**src/drive_status_pkg.sv**
```systemverilog
// Purpose: Shared constants and carriers for the drive status report block
// Assumes: One 200 MHz clock, asynchronous active high reset
// Notes: Parameter numbers are the drive's own parameter addresses
// Functional notes
// - Bit 0: drive can be enabled
// - Bit 1: master commands permit operation
// - Bit 2: drive enabled, accepts ramp release
// - Bit 3: drive in fault state
// - Bit 4: one unless coast stop disables
// - Bit 5: zero while quick stop active
// - Bit 7: at least one alarm active
// - Bit 9: drive controlled over fieldbus
// - Bit 6 carries no meaning
// - Read-only 16-bit word, resets to zero
// - Word sent only under drive profile
// - Module type: none, TCP, EIP, PNIO
// - Comm state is code zero to eight
// - Setup while awaiting config, then init
// - Wait comm, idle, data active codes
// - Communication error gives code five
// - Faults seven, eight persist until reinit or module absent
// - Profile from select; command only fieldbus
`default_nettype none
package drive_status_pkg;
   localparam int unsigned WORD_W = 16;
   localparam int unsigned PNUM_W = 16;
   localparam int unsigned TYPE_W = 2;

   // Parameter numbers
   localparam logic [PNUM_W-1:0] PNUM_STATUS_WORD = 16'h03C8;
   localparam logic [PNUM_W-1:0] PNUM_COMMAND_WORD = 16'h03C7;
   localparam logic [PNUM_W-1:0] PNUM_MODULE_TYPE = 16'h0320;
   localparam logic [PNUM_W-1:0] PNUM_COMM_STATE = 16'h0321;
   localparam logic [PNUM_W-1:0] PNUM_PROFILE_SEL = 16'h02E5;

   // Status word bit positions
   localparam int unsigned SW_READY_ON = 0;
   localparam int unsigned SW_READY_OP = 1;
   localparam int unsigned SW_OP_EN = 2;
   localparam int unsigned SW_FAULT = 3;
   localparam int unsigned SW_NO_COAST = 4;
   localparam int unsigned SW_NO_QSTOP = 5;
   localparam int unsigned SW_ON_INHIBIT = 6;
   localparam int unsigned SW_WARNING = 7;
   localparam int unsigned SW_REMOTE = 9;

   // Command word bit positions
   localparam int unsigned CW_ON = 0;
   localparam int unsigned CW_NO_COAST = 1;
   localparam int unsigned CW_NO_QSTOP = 2;
   localparam int unsigned CW_EN_OP = 3;
   localparam int unsigned CW_EN_SETPOINT = 6;
   localparam int unsigned CW_FAULT_ACK = 7;

   localparam logic [WORD_W-1:0] WORD_ZERO = 16'h0000;
   localparam logic [WORD_W-1:0] STATUS_RESET = 16'h0000;
   localparam logic [WORD_W-1:0] COMMAND_RESET = 16'h0000;

   // Data profile selection code for the drive profile
   localparam logic [WORD_W-1:0] PROFILE_DRIVE = 16'h0001;

   // Module type codes
   localparam logic [TYPE_W-1:0] MOD_NONE = 2'h0;
   localparam logic [TYPE_W-1:0] MOD_MODBUS_TCP = 2'h1;
   localparam logic [TYPE_W-1:0] MOD_ETHERNET_IP = 2'h2;
   localparam logic [TYPE_W-1:0] MOD_PROFINET_IO = 2'h3;

   // Communication state codes
   localparam logic [WORD_W-1:0] CS_SETUP = 16'h0000;
   localparam logic [WORD_W-1:0] CS_INIT = 16'h0001;
   localparam logic [WORD_W-1:0] CS_WAIT_COMM = 16'h0002;
   localparam logic [WORD_W-1:0] CS_IDLE = 16'h0003;
   localparam logic [WORD_W-1:0] CS_DATA_ACTIVE = 16'h0004;
   localparam logic [WORD_W-1:0] CS_ERROR = 16'h0005;
   localparam logic [WORD_W-1:0] CS_EXCEPTION = 16'h0007;
   localparam logic [WORD_W-1:0] CS_ACCESS_ERROR = 16'h0008;

   typedef enum logic [2:0] {
      ST_SETUP, ST_INIT, ST_WAIT_COMM, ST_IDLE, ST_DATA_ACTIVE,
      ST_ERROR, ST_EXCEPTION, ST_ACCESS_ERROR
   } comm_state_t;

   // Drive conditions seen by the status word
   typedef struct packed {
      logic can_enable;
      logic enabled;
      logic fault;
      logic coast_stop;
      logic quick_stop;
      logic alarm;
      logic remote;
   } drive_cond_t;

   // Events reported by the network interface
   typedef struct packed {
      logic present;
      logic [TYPE_W-1:0] kind;
      logic cfg_received;
      logic init_done;
      logic master_conn;
      logic master_run;
      logic comm_err;
      logic iface_fault;
      logic link_fault;
      logic reinit;
   } net_event_t;
endpackage
`default_nettype wire

```
**src/status_word_build.sv**
```systemverilog
// Purpose: Assembles the drive status word each cycle
// Assumes: Conditions are synchronous levels
// Notes: Output is registered, reserved bits held at zero
`default_nettype none
module status_word_build (
   input wire logic clk_in,
   input wire logic rst_in,
   input wire drive_status_pkg::drive_cond_t cond_in,
   input wire logic cmd_permits_in,
   output logic [drive_status_pkg::WORD_W-1:0] word_out
);
   import drive_status_pkg::*;

   logic [WORD_W-1:0] word_nxt;

   // One condition per bit, all others zero
   always_comb begin
      word_nxt = WORD_ZERO;
      word_nxt[SW_READY_ON] = cond_in.can_enable;
      word_nxt[SW_READY_OP] = cmd_permits_in;
      word_nxt[SW_OP_EN] = cond_in.enabled;
      word_nxt[SW_FAULT] = cond_in.fault;
      word_nxt[SW_NO_COAST] = ~cond_in.coast_stop;
      word_nxt[SW_NO_QSTOP] = ~cond_in.quick_stop;
      word_nxt[SW_ON_INHIBIT] = 1'b0;
      word_nxt[SW_WARNING] = cond_in.alarm;
      word_nxt[SW_REMOTE] = cond_in.remote;
   end

   // Registered word, zero from reset
   always_ff @(posedge clk_in or posedge rst_in) begin
      if (rst_in) begin
         word_out <= STATUS_RESET;
      end else begin
         word_out <= word_nxt;
      end
   end
endmodule
`default_nettype wire

```
**src/comm_state_track.sv**
```systemverilog
// Purpose: Tracks the network interface communication state
// Assumes: Event inputs are synchronous levels
// Notes: Fault states hold until a reinit request or until no module is identified
`default_nettype none
module comm_state_track (
   input wire logic clk_in,
   input wire logic rst_in,
   input wire drive_status_pkg::net_event_t ev_in,
   output logic [drive_status_pkg::WORD_W-1:0] code_out,
   output logic [drive_status_pkg::TYPE_W-1:0] kind_out
);
   import drive_status_pkg::*;

   comm_state_t state_r;
   comm_state_t state_nxt;
   logic [WORD_W-1:0] code_nxt;
   logic identified;

   assign identified = ev_in.present && (ev_in.kind != MOD_NONE);

   // Next state, faults ahead of errors ahead of progress
   always_comb begin
      state_nxt = state_r;
      if (!identified) begin
         state_nxt = ST_SETUP;
      end else if (state_r == ST_EXCEPTION ||
                   state_r == ST_ACCESS_ERROR) begin
         if (ev_in.reinit) begin
            state_nxt = ST_SETUP;
         end
      end else if (ev_in.link_fault) begin
         state_nxt = ST_ACCESS_ERROR;
      end else if (ev_in.iface_fault) begin
         state_nxt = ST_EXCEPTION;
      end else if (ev_in.reinit) begin
         state_nxt = ST_SETUP;
      end else if (ev_in.comm_err) begin
         state_nxt = ST_ERROR;
      end else begin
         unique case (state_r)
            ST_SETUP: begin
               if (ev_in.cfg_received) begin
                  state_nxt = ST_INIT;
               end
            end
            ST_INIT: begin
               if (ev_in.init_done) begin
                  state_nxt = ST_WAIT_COMM;
               end
            end
            ST_WAIT_COMM, ST_IDLE, ST_DATA_ACTIVE, ST_ERROR: begin
               if (!ev_in.master_conn) begin
                  state_nxt = ST_WAIT_COMM;
               end else if (ev_in.master_run) begin
                  state_nxt = ST_DATA_ACTIVE;
               end else begin
                  state_nxt = ST_IDLE;
               end
            end
            ST_EXCEPTION, ST_ACCESS_ERROR: begin
               state_nxt = state_r;
            end
         endcase
      end
   end

   // Code for each state; code six has no state
   always_comb begin
      unique case (state_nxt)
         ST_SETUP: code_nxt = CS_SETUP;
         ST_INIT: code_nxt = CS_INIT;
         ST_WAIT_COMM: code_nxt = CS_WAIT_COMM;
         ST_IDLE: code_nxt = CS_IDLE;
         ST_DATA_ACTIVE: code_nxt = CS_DATA_ACTIVE;
         ST_ERROR: code_nxt = CS_ERROR;
         ST_EXCEPTION: code_nxt = CS_EXCEPTION;
         ST_ACCESS_ERROR: code_nxt = CS_ACCESS_ERROR;
      endcase
   end

   // State and reported code
   always_ff @(posedge clk_in or posedge rst_in) begin
      if (rst_in) begin
         state_r <= ST_SETUP;
         code_out <= CS_SETUP;
      end else begin
         state_r <= state_nxt;
         code_out <= code_nxt;
      end
   end

   // Module type, zero when absent or unknown
   always_ff @(posedge clk_in or posedge rst_in) begin
      if (rst_in) begin
         kind_out <= MOD_NONE;
      end else if (ev_in.present) begin
         kind_out <= ev_in.kind;
      end else begin
         kind_out <= MOD_NONE;
      end
   end
endmodule
`default_nettype wire

```
**src/drive_fieldbus_status_report.sv**
```systemverilog
// Purpose: Drive status report toward a network master
// Assumes: All inputs synchronous to clk_in
// Notes: Parameter port answers one cycle after a request
`default_nettype none
module drive_fieldbus_status_report (
   input wire logic clk_in,
   input wire logic rst_in,
   // Drive conditions and profile selection
   input wire drive_status_pkg::drive_cond_t cond_in,
   input wire logic [drive_status_pkg::WORD_W-1:0] data_profile_select_in,
   // Network interface events
   input wire drive_status_pkg::net_event_t net_in,
   // Cyclic fieldbus exchange
   input wire logic fb_cycle_in,
   input wire logic [drive_status_pkg::WORD_W-1:0] fb_command_in,
   output logic [drive_status_pkg::WORD_W-1:0] fb_status_out,
   output logic fb_status_valid_out,
   // Parameter access port
   input wire logic param_req_in,
   input wire logic param_wr_in,
   input wire logic param_from_fb_in,
   input wire logic [drive_status_pkg::PNUM_W-1:0] param_num_in,
   input wire logic [drive_status_pkg::WORD_W-1:0] param_wdata_in,
   output logic param_ack_out,
   output logic param_err_out,
   output logic [drive_status_pkg::WORD_W-1:0] param_rdata_out,
   // Decoded command outputs
   output logic [drive_status_pkg::WORD_W-1:0] drive_command_word_out,
   output logic run_permit_out,
   output logic setpoint_enable_out,
   output logic fault_ack_out
);
   import drive_status_pkg::*;

   logic [WORD_W-1:0] drive_command_word_r;
   logic [WORD_W-1:0] drive_command_word_nxt;
   logic [WORD_W-1:0] drive_status_word;
   logic [WORD_W-1:0] network_comm_state;
   logic [TYPE_W-1:0] network_module_type;
   logic drive_profile;
   logic cmd_permits;
   logic cyc_write;
   logic param_write_ok;
   logic param_mapped;
   logic [WORD_W-1:0] param_rdata_nxt;
   logic param_err_nxt;
   logic fault_ack_prev_r;

   // Profile selection governs status and command use
   assign drive_profile = (data_profile_select_in == PROFILE_DRIVE);

   // Cyclic command write from the master
   assign cyc_write = fb_cycle_in && drive_profile;

   // Acyclic command write, fieldbus source only
   assign param_write_ok = param_req_in && param_wr_in &&
                           param_from_fb_in && drive_profile &&
                           (param_num_in == PNUM_COMMAND_WORD);

   // Command word next value, cyclic path first
   always_comb begin
      drive_command_word_nxt = drive_command_word_r;
      if (cyc_write) begin
         drive_command_word_nxt = fb_command_in;
      end else if (param_write_ok) begin
         drive_command_word_nxt = param_wdata_in;
      end
   end

   // Command word storage
   always_ff @(posedge clk_in or posedge rst_in) begin
      if (rst_in) begin
         drive_command_word_r <= COMMAND_RESET;
      end else begin
         drive_command_word_r <= drive_command_word_nxt;
      end
   end

   // Commands most recently received permit operation
   assign cmd_permits = drive_command_word_r[CW_ON] &&
                        drive_command_word_r[CW_NO_COAST] &&
                        drive_command_word_r[CW_NO_QSTOP] &&
                        drive_command_word_r[CW_EN_OP];

   // Status word assembly
   status_word_build u_status (
      .clk_in(clk_in),
      .rst_in(rst_in),
      .cond_in(cond_in),
      .cmd_permits_in(cmd_permits),
      .word_out(drive_status_word)
   );

   // Network module type and communication state
   comm_state_track u_comm (
      .clk_in(clk_in),
      .rst_in(rst_in),
      .ev_in(net_in),
      .code_out(network_comm_state),
      .kind_out(network_module_type)
   );

   // Status word to the fieldbus only under drive profile
   always_ff @(posedge clk_in or posedge rst_in) begin
      if (rst_in) begin
         fb_status_out <= STATUS_RESET;
         fb_status_valid_out <= 1'b0;
      end else if (drive_profile) begin
         fb_status_out <= drive_status_word;
         fb_status_valid_out <= 1'b1;
      end else begin
         fb_status_out <= WORD_ZERO;
         fb_status_valid_out <= 1'b0;
      end
   end

   // Parameter number decode
   always_comb begin
      param_mapped = 1'b1;
      param_rdata_nxt = WORD_ZERO;
      unique case (param_num_in)
         PNUM_STATUS_WORD: param_rdata_nxt = drive_status_word;
         PNUM_COMMAND_WORD: param_rdata_nxt = drive_command_word_r;
         PNUM_MODULE_TYPE: begin
            param_rdata_nxt = {{(WORD_W-TYPE_W){1'b0}},
                               network_module_type};
         end
         PNUM_COMM_STATE: param_rdata_nxt = network_comm_state;
         PNUM_PROFILE_SEL: param_rdata_nxt = data_profile_select_in;
         default: param_mapped = 1'b0;
      endcase
   end

   // Unmapped numbers and refused writes report an error
   always_comb begin
      param_err_nxt = 1'b0;
      if (!param_mapped) begin
         param_err_nxt = 1'b1;
      end else if (param_wr_in && !param_write_ok) begin
         param_err_nxt = 1'b1;
      end
   end

   // Parameter answer one cycle after the request
   always_ff @(posedge clk_in or posedge rst_in) begin
      if (rst_in) begin
         param_ack_out <= 1'b0;
         param_err_out <= 1'b0;
         param_rdata_out <= WORD_ZERO;
      end else if (param_req_in) begin
         param_ack_out <= 1'b1;
         param_err_out <= param_err_nxt;
         param_rdata_out <= param_wr_in ? WORD_ZERO : param_rdata_nxt;
      end else begin
         param_ack_out <= 1'b0;
         param_err_out <= 1'b0;
         param_rdata_out <= WORD_ZERO;
      end
   end

   // Decoded command levels toward the drive
   always_ff @(posedge clk_in or posedge rst_in) begin
      if (rst_in) begin
         drive_command_word_out <= COMMAND_RESET;
         run_permit_out <= 1'b0;
         setpoint_enable_out <= 1'b0;
      end else begin
         drive_command_word_out <= drive_command_word_r;
         run_permit_out <= cmd_permits;
         setpoint_enable_out <= drive_command_word_r[CW_EN_SETPOINT];
      end
   end

   // Fault acknowledge pulse on the rising command bit while a fault stands
   always_ff @(posedge clk_in or posedge rst_in) begin
      if (rst_in) begin
         fault_ack_prev_r <= 1'b0;
         fault_ack_out <= 1'b0;
      end else begin
         fault_ack_prev_r <= drive_command_word_r[CW_FAULT_ACK];
         fault_ack_out <= drive_command_word_r[CW_FAULT_ACK] &&
                          !fault_ack_prev_r && cond_in.fault;
      end
   end
endmodule
`default_nettype wire

```
**config.mk**
```make
export PLATFORM = sky130hd
export DESIGN_NAME = drive_fieldbus_status_report
export DESIGN_NICKNAME = d
export VERILOG_FILES = /design/src/drive_status_pkg.sv /design/src/status_word_build.sv /design/src/comm_state_track.sv /design/src/drive_fieldbus_status_report.sv
export SDC_FILE = /design/constraint.sdc
export NUM_CORES = 1
export LEC_CHECK = 0
export ABC_AREA = 1
export BUFFER_PORTS_ARGS = -buffer_cell sky130_fd_sc_hd__buf_2
export CAP_MARGIN = 5
export CELL_PAD_IN_SITES_DETAIL_PLACEMENT = 0
export CELL_PAD_IN_SITES_GLOBAL_PLACEMENT = 1
export CORE_UTILIZATION = 38
export CTS_CLUSTER_DIAMETER = 40
export DETAILED_ROUTE_END_ITERATION = 8
export PLACE_DENSITY = 0.9
export SLEW_MARGIN = 10
export SYNTH_ARGS = -nofsm -noshare
export SYNTH_HDL_FRONTEND = slang
export SYNTH_SLANG_ARGS = --single-unit
```
**constraint.sdc**
```tcl
create_clock -name clk_in -period 5 [get_ports clk_in]
set_clock_uncertainty 0.1 [all_clocks]
set_input_delay 0.75 -clock clk_in [delete_from_list [all_inputs] [get_ports clk_in]]
set_output_delay 0.75 -clock clk_in [all_outputs]
set_load 0.1 [all_outputs]
```
After elaboration in Yosys (flattened, before gate mapping)

Memories as Yosys holds them, arrays and structs flattened. A register that Yosys moved wholly into a read port is not among the register bits.
Index checks and enable logic that the tools add are counted.

Output and inout bits: 54
Logic and storage cells: 77
Bits of input ports: 88
Memories: 1
Register bits after elaboration: 100
ROM bits: 32

Reduce and logical (&&, ||, !) cells: 21
Bitwise logic cells: 2
Eq/ne operators: 13
Multiplexer cells: 25

Memory list:

| name             | words | width | read ports | clocked after memory_dff | write ports | line                   | RTL |
|---|---|---|---|---|---|---|---|
| (name not given) | 8     | 4     | 1          | 1                        | 0           | comm_state_track.sv:69 | `unique case (state_nxt)` |

Operator list:

| operator               | number |
|---|---|
| $eq A16 B10 Y1 const B | 5 |
| $pmux W16 S5           | 1 |
| $mux W16               | 4 |
| $mux W3                | 11 |
| $eq A16 B1 Y1 const B  | 1 |
| $eq A3 B3 Y1 const B   | 4 |
| $logic_and A1 B1 Y1    | 12 |
| $pmux W3 S4            | 1 |
| $mux W10               | 1 |
| $eq A3 B2 Y1 const B   | 2 |
| $mux W1                | 6 |
| $reduce_or A5 Y1       | 1 |
| $reduce_bool A2 Y1     | 2 |
| $reduce_or A4 Y1       | 1 |
| $eq A3 B1 Y1 const B   | 1 |
| $logic_not A3 Y1       | 1 |
| $logic_not A1 Y1       | 2 |
| $mux W2                | 1 |
| $not A1 Y1             | 2 |
| $reduce_or A2 Y1       | 1 |
| $logic_or A1 B1 Y1     | 1 |

Longest topological paths before layout

Gate-level depths: netlist (run 1).

Word-level depth: 9
Gate-level depth with buffers: 15
Mapped depth without buffers: 15

Cells and area by module

A second synthesis (run 1) with hierarchy kept.

Cell total of the unflattened synthesis: 526
Area, all modules: 4297.9 um2

By module, submodules not included:

| module                       | sequential area each (um2) | times used | cells an instance | area each (um2) |
|---|---|---|---|---|
| drive_fieldbus_status_report | 1726.7                     | 1          | 417               | 3389.5 |
| comm_state_track             | 225.2                      | 1          | 89                | 633.1 |
| status_word_build            | 200.2                      | 1          | 20                | 275.3 |

Least setup slack after synthesis (run 1)

No wires, ideal clock.

Path type: flip-flop to output port
From: register drive_command_word_out[6] (netlist bit)
To: output drive_command_word_out[6] (netlist bit)
Data arrival time: 1.324 ns
Cell stages (with the launch flop): 2
Path buffers: 1
Setup slack: 2.826 ns
Data required time: 4.150 ns
Cells stage by stage: dfrtp_1 buf_4

RTL lines:

| item                   | line                                | RTL |
|---|---|---|
| from (decl)            | drive_fieldbus_status_report.sv:28  | `output logic [drive_status_pkg::WORD_W-1:0] drive_command_word_out,` |
| from (signal assigned) | drive_fieldbus_status_report.sv:168 | `drive_command_word_out <= drive_command_word_r;` |

No word-level cell between the ends.

Final worst setup path (run 1)

From: input data_profile_select_in[3] (netlist bit)
To: register drive_command_word_r[12]

Word-level cells in the longest chain between the ends: 4
Elaborated cells between the ends (all ways): 6
Those cells by class: eq/ne: 1; mux: 1; reduce/logical: 4

RTL lines:

| item                              | line                               | RTL |
|---|---|---|
| from (decl)                       | drive_fieldbus_status_report.sv:10 | `input wire logic [drive_status_pkg::WORD_W-1:0] data_profile_select_in,` |
| $eq A16 B1 Y1 (*)                 | drive_fieldbus_status_report.sv:50 | `assign drive_profile = (data_profile_select_in == PROFILE_DRIVE);` |
| $logic_and A1 B1 Y1 (2 in series) | drive_fieldbus_status_report.sv:57 | `param_from_fb_in && drive_profile &&` |
| $reduce_bool A2 Y1 (no line)      | -                                  |  |
| to (signal assigned)              | drive_fieldbus_status_report.sv:75 | `drive_command_word_r <= drive_command_word_nxt;` |
| to (decl)                         | drive_fieldbus_status_report.sv:35 | `logic [WORD_W-1:0] drive_command_word_r;` |

Every way passes the cells marked *; elsewhere a longest branch is shown, timed or not.
A chain may end at the register's enable or synchronous reset.

==> impl_metrics.tcl, run 1 <==
set metrics [dict create \
    synth_top_area_frac 0.534 \
    wl_microns 8640 \
    cts_buffer_depth 2 \
    core_sq_mm 0.00924 \
    finalCritPeriodShare 0.558 \
    setup_viol 0 \
    io_pins 142 \
    vias_per_cell 4.49 \
    leakagePower_uw 0.00257 \
    grt_max_degree 78 \
    drc 0 \
    synthCells 423 \
    path_common_cell "nand2_1" \
    yosysMostFrequentCell "nand2_1" \
    cp_top_family "simple AND/OR/NAND/NOR gates" \
    numCtsBuffers 9 \
    final_nets 646 \
    setup-tns-final_ns 0 \
    slew_headroom 0.385 \
    post_cts_buffers 0 \
    synth_commonest_cells "nand2_1 (112), dfrtp_1 (77), nor2_1 (50)" \
    synth_seq_cells 77 \
    powerDensity_mw_per_mm2 275 \
    fin_crit_ns 2.79 \
    cp.required_ns 5.13 \
    drive_above_1_share 0.345 \
    grt_pass1_wl_microns 14000 \
    clock_sinks 77 \
    ir_drop_uv 136 \
    hp-class "reg -> reg" \
    fp-row-count 35 \
    clockRootBuffer "clkbuf_8" \
    antenna_left 0 \
    synthArstFlopShare 1.00 \
    status "completed" \
    die_y_microns 99.4 \
    crit_slowest_cell "and2_1" \
    cpPeakStageDelay_ns 0.67 \
    gp_congestion 0.807 \
    antenna_found_initial 1 \
    yosysWarningCount 0 \
    initial_core_util 0.391 \
    die-width_microns 99.4 \
    hold_buffers 0 \
    avgSynthCellArea_sq_um 8.53 \
    synth.area.top_cells "dfrtp_1 (53%), nand2_1 (12%), nor2_1 (5.2%), inv_1 (4.7%), nand3_1 (3.7%)" \
    synth_top_area_cell "dfrtp_1" \
    grt-ovfl-total 0 \
    clkTransAtPathRegs_ns 0.08 \
    syn_area_sq_mm 0.00361 \
    grt_util_all_layers 0.181 \
    postLayoutCoreUtil 0.491 \
    crit_path_cell_trace "buf_2 > nor2_1 > nand3b_1 > nor3_1 > and2_1 > nand2_2 > nand2_4 > inv_2 > nand2_1 > nand2_1" \
    worstMarginPinSlew_ns 0.923 \
    synth_edf_count 0 \
    insertion_delay_ns 0.34 \
    fp.dieArea_sq_mm 0.00989 \
    drt-pass1-iter-count 4 \
    grt_pass1_vias 3018 \
    drv_slew 0 \
    critPathCaptureType "register" \
    max_cap_violations 0 \
    cts_tree "yes" \
    cp_max_fo 23 \
    post-dp-hpwl_microns 6890 \
    ys_seq_area_frac 0.534 \
    synth_cell_types 36 \
    yosys_most_used_dff "dfrtp_1" \
    drtIter0Drc 117 \
    crit_cells 10 \
    rsz0062_at_grt "false" \
    io_buffer_count 133 \
    worstPathArrival_ns 2.92 \
    n_fill_cell 899 \
    critical_path_class "in -> reg" \
    hold_viol 0 \
    fmaxAchievable_ghz 0.358 \
    cts.htree.levels 3 \
    rr_worst_depth 9 \
    wire_per_inst_microns 12.5 \
    r2r_slack_ns 3.10 \
    whs_path_depth 0 \
    syn2layout_area_growth_pct 25.7 \
    vias 3094 \
    path_buf_inv 2 \
    cts_resized 0 \
    antenna_cells 0 \
    cp-start-kind "input pin" \
]
-- cells in the final DEF (no fill, tap or decap), drive strengths merged, types with 2 or more instances in the layout --
cell,count
inv,56
clkbuf,11
conb,8
nor3,7
nand3,32
nand2,120
clkinv,4
a21oi,10
o211ai,2
o21ai,15
buf,136
nor2,52
nand4,16
clkinvlp,2
ha,3
or2,3
dfrtp,77
-- through the flow --
| stage | area, sq um | worst slack, ns | cells | power, uW | hold WS [ns] |
|---|---|---|---|---|---|
| 2_1_floorplan | 3630 | 2.18 | 430 | 738 | 0.254 |
| 3_3_place_gp | 4320 | 1.97 | 673 | 786 | 0.258 |
| 3_5_place_dp | 4320 | 1.85 | 673 | 788 | 0.260 |
| 4_1_cts | 4530 | 2.22 | 689 | 1260 | 0.277 |
| 5_1_grt | 4530 | 1.91 | 689 | 1300 | 0.286 |
| 6_report | 4530 | 2.21 | 689 | 1250 | 0.277 |
-- layer usage --
layer / GRT usage / wire length [microns] / part of all wire / vias up
met1: 0.238 / 3970 / 0.46 / 1407
met2: 0.296 / 4030 / 0.47 / 106
met4: 0.0543 / 88 / 0.010 / 2
li1: - / - / - / 1570
met3: 0.0457 / 540 / 0.063 / 9
met5: 0 / 10 / 0.0012 / -
-- worst paths after layout --
check | from | end
worst min-delay path | drive_command_word_r[3] | drive_command_word_out[3]
max in group asynchronous | rst_in | drive_command_word_out[4]
worst max register to register | u_comm.state_r[1] | u_comm.code_out[0]
worst min register to register | drive_command_word_r[3] | drive_command_word_out[3]
worst max-delay path | data_profile_select_in[3] | drive_command_word_r[12]
min in group asynchronous | rst_in | param_rdata_out[11]
-- worst register-to-register path, cell delays in order (launching register included) --
cell,delay [ns]
dfrtp_1,0.38
nand2_1,0.14
nand4_1,0.11
nand2_1,0.06
o21ai_0,0.16
inv_1,0.06
nor2_1,0.25
ha_1,0.30
or2_0,0.22
nand2_1,0.07
-- cell families (layout without fill, tap and decap cells) --
logic type / after synthesis / after routing / synth area share
AND/OR/NAND/NOR: 234 / 234 / 0.298
adder cells (fa/ha/maj): 3 / 3 / 0.0104
buffers and inverters: 80 / 210 / 0.106
flip-flops: 77 / 77 / 0.534
other: 1 / 8 / 0.00104
AO/OA/AOI/OAI: 28 / 28 / 0.0499
-- registers in the layout (all words and copies together), names as in the netlist, 2 cells and up --
name                    cells
drive_command_word_out     16
u_comm.code_out             4
u_status.word_out           8
u_comm.kind_out             2
fb_status_out               8
u_comm.state_r              3
drive_command_word_r       16
param_rdata_out            16
-- final cells by class --
cell class	instances	area [sq um]	share of cell area
tap	129	161	0.0356
clock buffer	11	151	0.0334
timing repair buffer	136	688	0.152
inverter	58	224	0.0494
sequential	77	1930	0.425
multi-input combinational	273	1320	0.292
clock inverter	5	58.8	0.0130
-- power by group --
part / leakage (uW) / total (uW) / internal (uW) / switching (uW)
Combinational: 0.00149 / 138 / 42.5 / 95.8
Sequential: 0.000977 / 637 / 633 / 4.10
Clock: 0.000102 / 473 / 257 / 215
Total: 0.00257 / 1250 / 933 / 315
No activity file was read; power rests on OpenSTA's default activity.
==> inputs of run 2 (changes only) <==
--- a/config.mk
+++ b/config.mk
@@ -5,15 +5,15 @@
 export SDC_FILE = /design/constraint.sdc
 export NUM_CORES = 1
 export LEC_CHECK = 0
-export ABC_AREA = 1
+export ABC_AREA = 0
 export BUFFER_PORTS_ARGS = -buffer_cell sky130_fd_sc_hd__buf_2
 export CAP_MARGIN = 5
 export CELL_PAD_IN_SITES_DETAIL_PLACEMENT = 0
 export CELL_PAD_IN_SITES_GLOBAL_PLACEMENT = 1
-export CORE_UTILIZATION = 38
+export CORE_UTILIZATION = 32
 export CTS_CLUSTER_DIAMETER = 40
 export DETAILED_ROUTE_END_ITERATION = 8
-export PLACE_DENSITY = 0.9
+export PLACE_DENSITY = 0.79
 export SLEW_MARGIN = 10
 export SYNTH_ARGS = -nofsm -noshare
 export SYNTH_HDL_FRONTEND = slang
==> constraint.sdc (replaced) <==
create_clock -name clk_in -period 2.3 [get_ports clk_in]
set_clock_uncertainty 0.1 [all_clocks]
set_input_delay 0.345 -clock clk_in [delete_from_list [all_inputs] [get_ports clk_in]]
set_output_delay 0.345 -clock clk_in [all_outputs]
set_load 0.1 [all_outputs]
==> run 2 against run 1 <==
Effect of this change:
- first-iteration DRC count is 1.7% higher
- area after synthesis is 12% lower
- utilization is 4.0 points lower
- sequential share of layout area is 1.5 points higher
- critical path type is now reg -> reg
- largest power group unchanged
==> impl_metrics.tcl, run 2 <==
set metrics [dict create \
    status "completed" \
    slew_headroom 0.390 \
    grt_util_all_layers 0.178 \
    yosysMostFrequentCell "dfrtp_1" \
    drive_above_1_share 0.428 \
    clock_sinks 77 \
    grt_pass1_vias 2717 \
    dpl_cell_area_sq_mm 0.00413 \
    worstMarginPinSlew_ns 0.908 \
    antenna_left 0 \
    max_cap_violations 0 \
    cts_tree "yes" \
    pre_cts_ws_ns -0.0662 \
    top_regs "drive_command_word_out x16, drive_command_word_r x16, param_rdata_out x16" \
    fmaxAchievable_ghz 0.488 \
    vias_per_cell 4.82 \
    intPower_uw 2000 \
    initial_core_util 0.328 \
    worstSetupStartpoint "u_comm.state_r[1]" \
    wire_per_inst_microns 15.9 \
    fp-row-count 36 \
    powerDensity_mw_per_mm2 609 \
    fp.dieArea_sq_mm 0.0104 \
    insertion_delay_ns 0.36 \
    synth_edf_count 0 \
    finalNonFillerCells 556 \
    drc 0 \
    drv_slew 0 \
    drtIter0Drc 119 \
    critical_path_class "reg -> reg" \
    crit_slowest_cell "dfrtp_1" \
    synth_top_area_cell "dfrtp_1" \
    timing.final.ws_setup_ns 0.251 \
    io_buffer_count 133 \
    cts_resized 0 \
    final_common_cell "buf_2" \
    antenna_cells 0 \
    grt_max_degree 33 \
    fin_crit_ns 2.05 \
    syn_area_sq_mm 0.00319 \
    die_y_microns 102 \
    vias 2679 \
    pwr-share-seq 0.518 \
    core_sq_mm 0.00973 \
    hp-class "in -> reg" \
    postLayoutCoreUtil 0.450 \
    synth_commonest_cells "dfrtp_1 (77), nor2_1 (24), a221o_1 (16), and3_1 (16), and2_1 (14)" \
    numCtsBuffers 9 \
    crit_path_cell_trace "a211o_1 > o2bb2ai_1 > o21ai_0 > a21oi_1 > inv_1 > ha_1 > nor2_1 > mux2_2" \
    hold_buffers 6 \
    gp_congestion 0.916 \
    antenna_found_initial 1 \
    clockRootBuffer "clkbuf_8" \
    grt-ovfl-total 0 \
    synthArstFlopShare 1.00 \
    final_nets 510 \
    synth_cell_types 50 \
    clkTransAtPathRegs_ns 0.08 \
    cts.htree.levels 3 \
    hold_viol 0 \
    ys_seq_area_frac 0.604 \
    cp-start-kind "register" \
    grt_pass1_wl_microns 13500 \
    worstPathArrival_ns 2.19 \
    leakagePower_uw 0.00234 \
    wl_microns 8860 \
    setup-tns-final_ns 0 \
    final_cell_mix "buf_2 (133), dfrtp_1 (77), nor2_1 (24)" \
    stdcell_area_sq_mm 0.00438 \
    cpPeakStageDelay_ns 0.41 \
    die-width_microns 102 \
    syn2layout_area_growth_pct 37.3 \
    ir_drop_uv 229 \
    synthCells 260 \
    drt-pass1-iter-count 7 \
    cts_buffer_depth 2 \
    rr_startpoint "u_comm.state_r[1]" \
    yosys_most_used_dff "dfrtp_1" \
    power.share.clock 0.377 \
    critPathCaptureType "register" \
    avgSynthCellArea_sq_um 12.3 \
    dp.cells 535 \
    synth_seq_cells 77 \
    synth.area.top_cells "dfrtp_1 (60%), a221o_1 (5.0%), and3_1 (3.1%), a22oi_1 (3.1%), nor2_1 (2.8%)" \
    min_from "cond_in[3]" \
    finalCritPeriodShare 0.891 \
    post_cts_buffers 0 \
    cp_max_fo 4 \
    switching_share 0.250 \
    setup_viol 0 \
    yosysWarningCount 0 \
    post-dp-hpwl_microns 6780 \
    switching_power_uw 666 \
    rsz0062_at_grt "false" \
    io_pins 142 \
    cp.required_ns 2.44 \
    synth_top_area_frac 0.604 \
    combPwrFrac 0.106 \
]
## run 2: cell types whose count changed after synthesis, moves of 5 or more
cell / delta
and2_1: +13
nand2_1: -107
nand2_2: -6
o21ai_2: -5
nor2_1: -26
a22oi_1: +13
a221o_1: +16
inv_2: -12
and3_1: +15
nor4_1: +5
nand3_1: -27
nand4_1: -14
inv_1: -37
## run 2: logic make-up after synthesis
kind of cell / after synthesis / share of synthesized area
flops: 77 / 0.604
buf+inv: 28 / 0.0478
xor+xnor: 1 / 0.00275
other cells: 1 / 0.00118
mux: 3 / 0.0106
compound gates: 53 / 0.138
simple gates: 94 / 0.184
fa+ha+maj: 3 / 0.0118
## run 2: layout make-up
class                           instances  area (sq um)
Multi-Input combinational cell        162          1150
Fill cell                             953          5350
Tap cell                              133           166
Clock inverter                          3          46.3
Clock buffer                           12           145
Timing Repair Buffer                  161           916
Sequential cell                        77          1930
Inverter                                8          33.8
## run 2: per-layer routing
metal,share of wire,track usage
met5,0,0
met4,0.027,0.0945
met3,0.074,0.0554
met2,0.48,0.295
met1,0.41,0.209
## run 2: power by group through the flow
stage / registers (uW) / logic, uW / clock network [uW]
detailed placement: 1410 / 275 / 0
global placement: 1410 / 272 / 0
CTS: 1380 / 285 / 1040
floorplan: 1420 / 145 / 0
finish: 1380 / 282 / 1010
global route: 1380 / 307 / 1090
## run 2: final timing paths
kind / slack [ns] / cells past startpoint / to
max in group asynchronous: 0.95 / 4 / fb_status_out[1]
min in group asynchronous: 0.51 / 3 / drive_command_word_r[10]
worst min-delay path: 0.02 / 2 / u_status.word_out[4]
worst min register to register: 0.32 / 0 / drive_command_word_out[15]
worst max-delay path: 0.25 / 8 / u_comm.code_out[0]
worst max register to register: 0.25 / 8 / u_comm.code_out[0]
## run 2: through the flow
stage          total power, uW  hold slack [ns]
2_1_floorplan             1560            0.265
3_5_place_dp              1680            0.293
3_3_place_gp              1680            0.296
5_1_grt                   2780          0.00857
4_1_cts                   2700          0.00481
6_report                  2670           0.0179
## run 2: critical path: cells and delay by family (launching register included)
kind                     cells  cell delay [ns]
AO/OA/AOI/OAI                4             0.76
adder cells (fa/ha/maj)      1             0.28
buffers and inverters        1             0.07
flip-flops                   1             0.41
multiplexers                 1             0.27
AND/OR/NAND/NOR              1             0.04
